==> config.mk <==
export PLATFORM = sky130hd
export DESIGN_NAME = cmpe_top
export DESIGN_NICKNAME = d
export VERILOG_FILES = /design/src/hdl/cmpe_sync2.v /design/src/hdl/cmpe_top.v
export VERILOG_INCLUDE_DIRS = /design/src /design/src/pkg
export SDC_FILE = /design/constraint.sdc
export NUM_CORES = 1
export LEC_CHECK = 0
export BUFFER_PORTS_ARGS = -buffer_cell sky130_fd_sc_hd__buf_2
export CAP_MARGIN = 20
export CORE_ASPECT_RATIO = 1.5
export CORE_MARGIN = 2
export CORE_UTILIZATION = 53
export CTS_CLUSTER_DIAMETER = 50
export CTS_CLUSTER_SIZE = 16
export DETAILED_ROUTE_END_ITERATION = 6
export PLACE_DENSITY = 0.78
export SYNTH_ARGS = -nofsm -noshare
export SYNTH_HDL_FRONTEND = slang
export SYNTH_SLANG_ARGS = --single-unit
==> constraint.sdc <==
create_clock -name clock -period 1.5 [get_ports clock]
set_input_delay 0.3 -clock clock [delete_from_list [all_inputs] [get_ports clock]]
set_output_delay 0.3 -clock clock [all_outputs]
set_load 0.005 [all_outputs]
==> src/pkg/cmpe_defs.vh <==
// register offsets, field positions, reset values for the comparator event block
// assumes inclusion by bare name from design files under hdl/
`ifndef CMPE_DEFS_VH
`define CMPE_DEFS_VH

// register indices on the plain port (chosen)
`define CMPE_ADDR_W        3
`define CMPE_OFS_CTRL      3'h0
`define CMPE_OFS_CONVB     3'h1
`define CMPE_OFS_IRQ_STAT  3'h2
`define CMPE_OFS_IRQ_EN    3'h3
`define CMPE_OFS_IRQ_CLR   3'h4
`define CMPE_OFS_CONVA     3'h5

// comparator control/status fields
`define CMPE_B_POWER_OFF   7
`define CMPE_B_BANDGAP     6
`define CMPE_B_OUT_STATUS  5
`define CMPE_B_EVT_FLAG    4
`define CMPE_B_IRQ_EN      3
`define CMPE_B_CAP_ROUTE   2
`define CMPE_B_MODE_HI     1
`define CMPE_B_MODE_LO     0

// converter control b fields
`define CMPE_B_NEG_MUX_EN  6
`define CMPE_B_CHAN_HI     3

// converter control a (local mirror): converter enable
`define CMPE_B_CONV_EN     7

// event modes
`define CMPE_MODE_TOGGLE   2'h0
`define CMPE_MODE_RSVD     2'h1
`define CMPE_MODE_FALL     2'h2
`define CMPE_MODE_RISE     2'h3

// reset values
`define CMPE_RST_CTRL      8'h00
`define CMPE_RST_CONVB     8'h00
`define CMPE_RST_CONVA     8'h00

// status bit positions in irq status/enable/clear
`define CMPE_IRQ_B_EVENT   0
`define CMPE_IRQ_B_CAPTURE 1

`endif

==> src/hdl/cmpe_sync2.v <==
// two-stage synchroniser for the raw comparator level
// assumes clock is the system clock; input is asynchronous
`timescale 1ns/100ps
module cmpe_sync2
(
  input  wire clock,
  input  wire nrst,
  input  wire din,
  output wire dout
);
  reg meta_ff;
  reg sync_ff;

  // first stage feeds only the second stage
  always @(posedge clock or negedge nrst)
  begin
    if (!nrst)
    begin
      meta_ff <= 1'b0;
      sync_ff <= 1'b0;
    end
    else
    begin
      meta_ff <= din;
      sync_ff <= meta_ff;
    end
  end

  assign dout = sync_ff;
endmodule // cmpe_sync2

==> src/hdl/cmpe_top.v <==
// comparator event control: input select, sync, event detect, flag, irq
// assumes analog core supplies raw result and vector acknowledge is one cycle
//
// The address-and-strobe port and the register offsets were left to the implementer.
`timescale 1ns/100ps
`include "cmpe_defs.vh"

// Summary of operation
// - raw result high when positive exceeds negative
// - synchronise result, lag one to two
// - mode: toggle, falling, rising; 01 reserved
// - selected event sets event flag bit 4
// - flag clears on vector or written one
// - request irq if flag, enable, global
// - power-off bit cuts comparator, writable anytime
// - bandgap bit selects positive reference
// - capture route feeds timer capture front
// - mux drives negative if enabled, converter off
// - channel bits pick converter inputs 0-15
module cmpe_top
(
  input  wire       clock,
  input  wire       nrst,
  input  wire [2:0] reg_addr,
  input  wire [7:0] reg_wdata,
  input  wire       reg_wr,
  input  wire       reg_rd,
  output reg  [7:0] reg_rdata,
  input  wire       cmp_raw,
  input  wire       vector_ack,
  input  wire       global_irq_en,
  input  wire [2:0] channel_select_low,
  output reg        comparator_power_off,
  output reg        bandgap_positive_select,
  output reg        negative_mux_enable_eff,
  output reg  [3:0] negative_channel,
  output reg        capture_out,
  output reg        comparator_irq,
  output reg        irq_out
);
  reg  [7:0] ctrl_ff;
  reg  [7:0] convb_ff;
  reg  [7:0] conva_ff;
  reg        evt_flag_ff;
  reg        prev_ff;
  reg  [1:0] irq_stat_ff;
  reg  [1:0] irq_en_ff;
  reg  [7:0] nxt_rdata;
  reg        evt_hit;
  wire       sync_out;
  wire       wr_ctrl;
  wire       flag_clr;
  wire       cap_edge;

  // per-register write decodes and sticky-bit clears
  wire       wr_convb;
  wire       wr_conva;
  wire       wr_irq_en;
  wire       wr_irq_clr;
  wire       stat_evt_clr;
  wire       stat_cap_clr;

  // next values of the state registers
  reg  [7:0] nxt_ctrl;
  reg  [7:0] nxt_convb;
  reg  [7:0] nxt_conva;
  reg        nxt_evt_flag;
  reg  [1:0] nxt_irq_stat;
  reg  [1:0] nxt_irq_en;

  // next values of the registered outputs
  reg  [7:0] nxt_rd_out;
  reg        nxt_power_off;
  reg        nxt_bandgap;
  reg        nxt_mux_eff;
  reg  [3:0] nxt_channel;
  reg        nxt_capture;
  reg        nxt_cmp_irq;
  reg        nxt_irq_out;

  // event path latency, counted in clock edges from a raw change:
  //   two edges through the synchroniser, one to set the flag,
  //   one more before the interrupt request pin follows it
  // a raw pulse shorter than a clock may be missed;
  // that is the price of a plain two-flop synchroniser

  // result from analog core: high when positive above negative
  // raw result input
  cmpe_sync2 u_sync
  (
    .clock (clock),
    .nrst  (nrst),
    .din   (cmp_raw),
    .dout  (sync_out)
  );

  assign wr_ctrl  = reg_wr && (reg_addr == `CMPE_OFS_CTRL);
  // clear by vector or written one
  assign flag_clr = vector_ack || (wr_ctrl && reg_wdata[`CMPE_B_EVT_FLAG]);
  assign cap_edge = ctrl_ff[`CMPE_B_CAP_ROUTE] && (sync_out != prev_ff);

  // write decodes for the remaining registers
  // unmapped indices match none of these, so their writes are dropped
  assign wr_convb   = reg_wr && (reg_addr == `CMPE_OFS_CONVB);
  assign wr_conva   = reg_wr && (reg_addr == `CMPE_OFS_CONVA);
  assign wr_irq_en  = reg_wr && (reg_addr == `CMPE_OFS_IRQ_EN);
  assign wr_irq_clr = reg_wr && (reg_addr == `CMPE_OFS_IRQ_CLR);

  // write-one clears of the sticky status bits
  assign stat_evt_clr = wr_irq_clr && reg_wdata[`CMPE_IRQ_B_EVENT];
  assign stat_cap_clr = wr_irq_clr && reg_wdata[`CMPE_IRQ_B_CAPTURE];

  // event decode per mode
  always @*
  begin
    evt_hit = 1'b0;
    case (ctrl_ff[`CMPE_B_MODE_HI:`CMPE_B_MODE_LO])
      `CMPE_MODE_TOGGLE: evt_hit = sync_out ^ prev_ff;
      `CMPE_MODE_FALL:   evt_hit = prev_ff & ~sync_out;
      `CMPE_MODE_RISE:   evt_hit = ~prev_ff & sync_out;
      default:           evt_hit = 1'b0; // reserved mode: no events
    endcase
    // powered-off comparator produces no events
    if (ctrl_ff[`CMPE_B_POWER_OFF])
      evt_hit = 1'b0;
  end

  // control register; status and flag positions are not storage, kept zero
  // a one written to the flag position only clears it, see flag_clr
  // power-off bit writable at any time
  always @*
  begin
    nxt_ctrl = ctrl_ff;
    if (wr_ctrl)
      nxt_ctrl = {reg_wdata[7:6], 2'h0, reg_wdata[3:0]};
  end

  // converter control b: mux enable, channel high and trigger bits kept
  always @*
  begin
    nxt_convb = convb_ff;
    if (wr_convb)
      nxt_convb = {1'b0, reg_wdata[6], 2'h0, reg_wdata[3:0]};
  end

  // local mirror of converter control a, only its enable bit is used
  // software keeps this mirror in step with the converter itself
  always @*
  begin
    nxt_conva = conva_ff;
    if (wr_conva)
      nxt_conva = reg_wdata;
  end

  // interrupt enable bits for the level output
  // bits above the two status positions are ignored
  always @*
  begin
    nxt_irq_en = irq_en_ff;
    if (wr_irq_en)
      nxt_irq_en = reg_wdata[1:0];
  end

  // vector or written one clears it
  // set wins, so an event landing in the clear cycle is not lost
  // a mode change with the enable set may flag a stale edge;
  // software keeps the enable clear across such changes
  always @*
  begin
    nxt_evt_flag = evt_flag_ff;
    if (evt_hit)
      nxt_evt_flag = 1'b1;
    else if (flag_clr)
      nxt_evt_flag = 1'b0;
  end

  // sticky status: clear first, then a same-cycle set overrides it
  // status bit 1 follows the routed output, so it reports capture edges
  always @*
  begin
    nxt_irq_stat = irq_stat_ff;
    if (stat_evt_clr)
      nxt_irq_stat[`CMPE_IRQ_B_EVENT] = 1'b0;
    if (stat_cap_clr)
      nxt_irq_stat[`CMPE_IRQ_B_CAPTURE] = 1'b0;
    if (evt_hit)
      nxt_irq_stat[`CMPE_IRQ_B_EVENT] = 1'b1;
    if (cap_edge)
      nxt_irq_stat[`CMPE_IRQ_B_CAPTURE] = 1'b1;
  end

  // state registers; prev_ff holds the last sample for edge detection
  always @(posedge clock or negedge nrst)
  begin
    if (!nrst)
    begin
      ctrl_ff     <= `CMPE_RST_CTRL;
      convb_ff    <= `CMPE_RST_CONVB;
      conva_ff    <= `CMPE_RST_CONVA;
      evt_flag_ff <= 1'b0;
      prev_ff     <= 1'b0;
      irq_stat_ff <= 2'h0;
      irq_en_ff   <= 2'h0;
    end
    else
    begin
      ctrl_ff     <= nxt_ctrl;
      convb_ff    <= nxt_convb;
      conva_ff    <= nxt_conva;
      evt_flag_ff <= nxt_evt_flag;
      prev_ff     <= sync_out;
      irq_stat_ff <= nxt_irq_stat;
      irq_en_ff   <= nxt_irq_en;
    end
  end

  // read mux, data valid the cycle after the strobe
  always @*
  begin
    nxt_rdata = 8'h00;
    case (reg_addr)
      `CMPE_OFS_CTRL:     nxt_rdata = {ctrl_ff[7:6], sync_out, evt_flag_ff, ctrl_ff[3:0]};
      `CMPE_OFS_CONVB:    nxt_rdata = convb_ff;
      `CMPE_OFS_IRQ_STAT: nxt_rdata = {6'h00, irq_stat_ff};
      `CMPE_OFS_IRQ_EN:   nxt_rdata = {6'h00, irq_en_ff};
      `CMPE_OFS_CONVA:    nxt_rdata = conva_ff;
      default:            nxt_rdata = 8'h00; // unmapped and write-only read zero
    endcase
  end

  // read data only in the slot after the strobe, zero otherwise
  // idle zero keeps a shared read bus quiet
  always @*
  begin
    nxt_rd_out = 8'h00;
    if (reg_rd)
      nxt_rd_out = nxt_rdata;
  end

  // analog selects; registered so the core never sees decode glitches
  always @*
  begin
    nxt_power_off = ctrl_ff[`CMPE_B_POWER_OFF];
    nxt_bandgap = ctrl_ff[`CMPE_B_BANDGAP];
    nxt_mux_eff = convb_ff[`CMPE_B_NEG_MUX_EN] & ~conva_ff[`CMPE_B_CONV_EN];
    nxt_channel = {convb_ff[`CMPE_B_CHAN_HI], channel_select_low};
  end

  // route to capture front end, else held low
  // no filtering here: the timer's own noise canceller does that
  always @*
  begin
    nxt_capture = ctrl_ff[`CMPE_B_CAP_ROUTE] & sync_out;
  end

  // interrupt levels; a flag clear in flight masks comparator_irq at once, not irq_out
  always @*
  begin
    nxt_cmp_irq = evt_flag_ff & ctrl_ff[`CMPE_B_IRQ_EN] & global_irq_en & ~flag_clr;
    // level output: any enabled sticky status bit
    nxt_irq_out = |(irq_stat_ff & irq_en_ff);
  end

  // registered outputs: no combinational path from the register port
  // or the raw input reaches any pin
  always @(posedge clock or negedge nrst)
  begin
    if (!nrst)
    begin
      reg_rdata               <= 8'h00;
      comparator_power_off    <= 1'b0;
      bandgap_positive_select <= 1'b0;
      negative_mux_enable_eff <= 1'b0;
      negative_channel        <= 4'h0;
      capture_out             <= 1'b0;
      comparator_irq          <= 1'b0;
      irq_out                 <= 1'b0;
    end
    else
    begin
      reg_rdata               <= nxt_rd_out;
      comparator_power_off    <= nxt_power_off;
      bandgap_positive_select <= nxt_bandgap;
      negative_mux_enable_eff <= nxt_mux_eff;
      negative_channel        <= nxt_channel;
      capture_out             <= nxt_capture;
      comparator_irq          <= nxt_cmp_irq;
      irq_out                 <= nxt_irq_out;
    end
  end
endmodule // cmpe_top

==> impl_results.md <==
* CP required at 1.68 ns
* Syn Area/Cell at 14.19 µm²
* Mapped Nets at 150
* Fmax at 0.7485 GHz
* Global route overflow at 0
* Commonest non-fill, non-tap cell in the layout: dfrtp_1
* Slowest stage cell on the critical path: dfrtp_1
* 1st-iter DRT viols at 30
* Commonest cells after routing, fill and taps aside: dfrtp_1, buf_2, mux2_2
* Ys Warns at 0
* Setup WS pre-CTS at 0.07129 ns
* Yosys top cell by area: dfrtp_1
* Relative slew slack at 0.7204
* Pins Over Slew Limit at 0
* Vias post-DR at 1187
* Hold Path Class: input pin to register
* Logic pwr share at 0.159
* Hpwl dp at 2576 µm
* PwrDens at 1276 nW/µm²
* Clock network power share at 0.288
* Critical path's largest stage delay at 0.42 ns
* Num CTS Buffers at 5
* Max_cap viols at 0
* Setup violators final at 0
* Skew-Pair Late Insertion Delay at 0.30 ns
* Post-route DRC at 0
* Crit-path cells: inv_1, ha_1, mux2_2, a21oi_1, o2bb2ai_1
* I/O Buffers at 38
* Initial Util at 0.5647
* CTS Buffer Depth at 2
* Critical setup path kind: register to register
* CTS Root Cell: clkbuf_8
* Die W at 51.61 µm
* Total Power at 2.778 mW
* Total Routing Usage GR at 0.2184
* Diode count at 0
* Clock period minus worst slack at 1.336 ns
* First-pass GRT wire length at 5844 µm
* NumNets Final at 196
* Fill cell count at 255
* Initial antenna violation count at 0
* Count of TritonRoute iterations in the first routing pass at 5
* Core Footprint at 3191 µm²
* CTS tree: built
* Vias per inst at 5.547
* Final Hold Fails at 0
* Peak VDD IR at 1.042 mV
* Top cell type's share of synthesized area at 0.6250
* Worst-Margin Slew at 0.4193 ns
* RSZ-0062 raised after global routing: false
* Die area at 3892 µm²
* Vias in the first global route at 1210
* Mapped Area at 1802 µm²
* Sequential share of power at 0.553
* Yosys reg bits at 45
* Die Height at 75.41 µm
* Cell Int Power at 2.081 mW
* Syn Inst Count at 127
* Hold_ws at 0.1001 ns
* Setup TNS at 0 ns
* DRT antenna net count at 0
* Final WS setup at 0.1640 ns
* Status: finished, final reports clean
* Synth unique cells at 28
* Worst-path fanout max at 5
* Sw frac at 0.2508
* Nature of the critical path startpoint: register
* Clk_skew at 0.003815 ns
* WP data arrival at 1.52 ns
* Clock Sinks at 45
* Routability-driven placement congestion ratio at 0.9140
* Cell row count at 25
* Drt total wl at 3601 µm
* Postcts setup bufs at 0
* Layout area overhead at 20.83%
* Layout cells sized above 1 at 0.4713
* Crit share post-route at 0.8907
* Largest cells by area after synthesis: dfrtp_1, mux2_2, a22oi_1
* IO Pins at 39
* Switch Pwr at 0.6967 mW
* Largest net degree at the start of global routing at 30
* Worst-path clk slew at 0.08 ns
* Mean routed wirelength per cell at 16.83 µm
* Utilization after layout at 0.6824
* Leak Pwr at 1.042 nW
* CP delay by family, top: flip-flops
* Setup crit end kind: register
* Buf/Inv on CP at 1
* H-tree lvl count at 2
* Register area share after synthesis at 0.6250
==> flip-flops by register name (all words and copies together), names as in the netlist <==
register,flops
negative_mux_enable_eff,1
reg_rdata,8
comparator_irq,1
conva_ff,8
u_sync.meta_ff,1
evt_flag_ff,1
bandgap_positive_select,1
convb_ff,5
irq_out,1
comparator_power_off,1
u_sync.dout,1
negative_channel,4
ctrl_ff,6
prev_ff,1
capture_out,1
irq_en_ff,2
irq_stat_ff,2
==> timing repair <==
item | in CTS | in global routing
gates resized for setup | 0 | 0
hold endpoints to repair | 16 | 0
hold buffers | 1 | 0
==> power groups by stage <==
stage / combinational (mW) / clock, mW / sequential [mW]
4_1_cts: 0.447 / 0.820 / 1.54
6_report: 0.441 / 0.801 / 1.54
3_5_place_dp: 0.438 / 0 / 1.56
5_1_grt: 0.489 / 0.865 / 1.56
2_1_floorplan: 0.267 / 0 / 1.53
3_3_place_gp: 0.422 / 0 / 1.55
==> path summary, 6_finish.rpt <==
path	start	endpoint	slack (ns)	depth (start not counted)
worst min register to register	u_sync.meta_ff	u_sync.dout	0.35	0
max in group asynchronous	nrst	ctrl_ff[3]	0.56	3
min in group asynchronous	nrst	capture_out	0.46	2
worst max register to register	u_sync.dout	irq_stat_ff[0]	0.16	5
worst max-delay path	u_sync.dout	irq_stat_ff[0]	0.16	5
worst min-delay path	cmp_raw	u_sync.meta_ff	0.10	1
==> cells by family after synthesis <==
kind of cell             share of synthesized area
flip-flops                                  0.6250
multiplexers                                0.1812
AND/OR/NAND/NOR                             0.1000
AO/OA/AOI/OAI                              0.05903
buffers and inverters                      0.02083
adder cells (fa/ha/maj)                    0.01389
==> metrics by stage <==
stage               area [µm²]  instances
global route              2177        214
detailed placement        2066        205
CTS                       2177        214
finish                    2177        214
floorplan                 1802        127
global placement          2066        205
==> Yosys cell counts, drive strengths merged <==
cell type  number
nand2b          1
inv             5
o2bb2ai         1
nand2           4
a21oi           2
a211o           1
and2            2
dfrtp          45
and2b           1
a31oi           1
mux2           27
clkbuf          1
nor2            8
a22o            2
nor3            2
mux4            1
nand3           4
nand4b          2
a22oi           6
nand4           1
o21ai           2
nor2b           2
ha              2
buf             3
nor4b           1
==> layout make-up <==
| type | count | area (µm²) | share of cell area |
|---|---|---|---|
| Clock buffer | 7 | 96.34 | 0.04425 |
| Clock inverter | 1 | 5.005 | 0.002299 |
| Inverter | 5 | 18.77 | 0.008621 |
| Multi-Input combinational cell | 73 | 638.1 | 0.2931 |
| Sequential cell | 45 | 1126 | 0.5172 |
| Tap cell | 40 | 50.05 | 0.02299 |
| Timing Repair Buffer | 43 | 242.7 | 0.1115 |
==> routing by layer <==
layer | vias to the layer above | global-route usage | part of all wire
met5 | - | 0 | 0
met4 | 0 | 0.1140 | 0.034
met3 | 16 | 0.05882 | 0.065
met2 | 49 | 0.3932 | 0.54
met1 | 581 | 0.2320 | 0.36
li1 | 541 | - | -
Power figures use the tool's default switching activity.
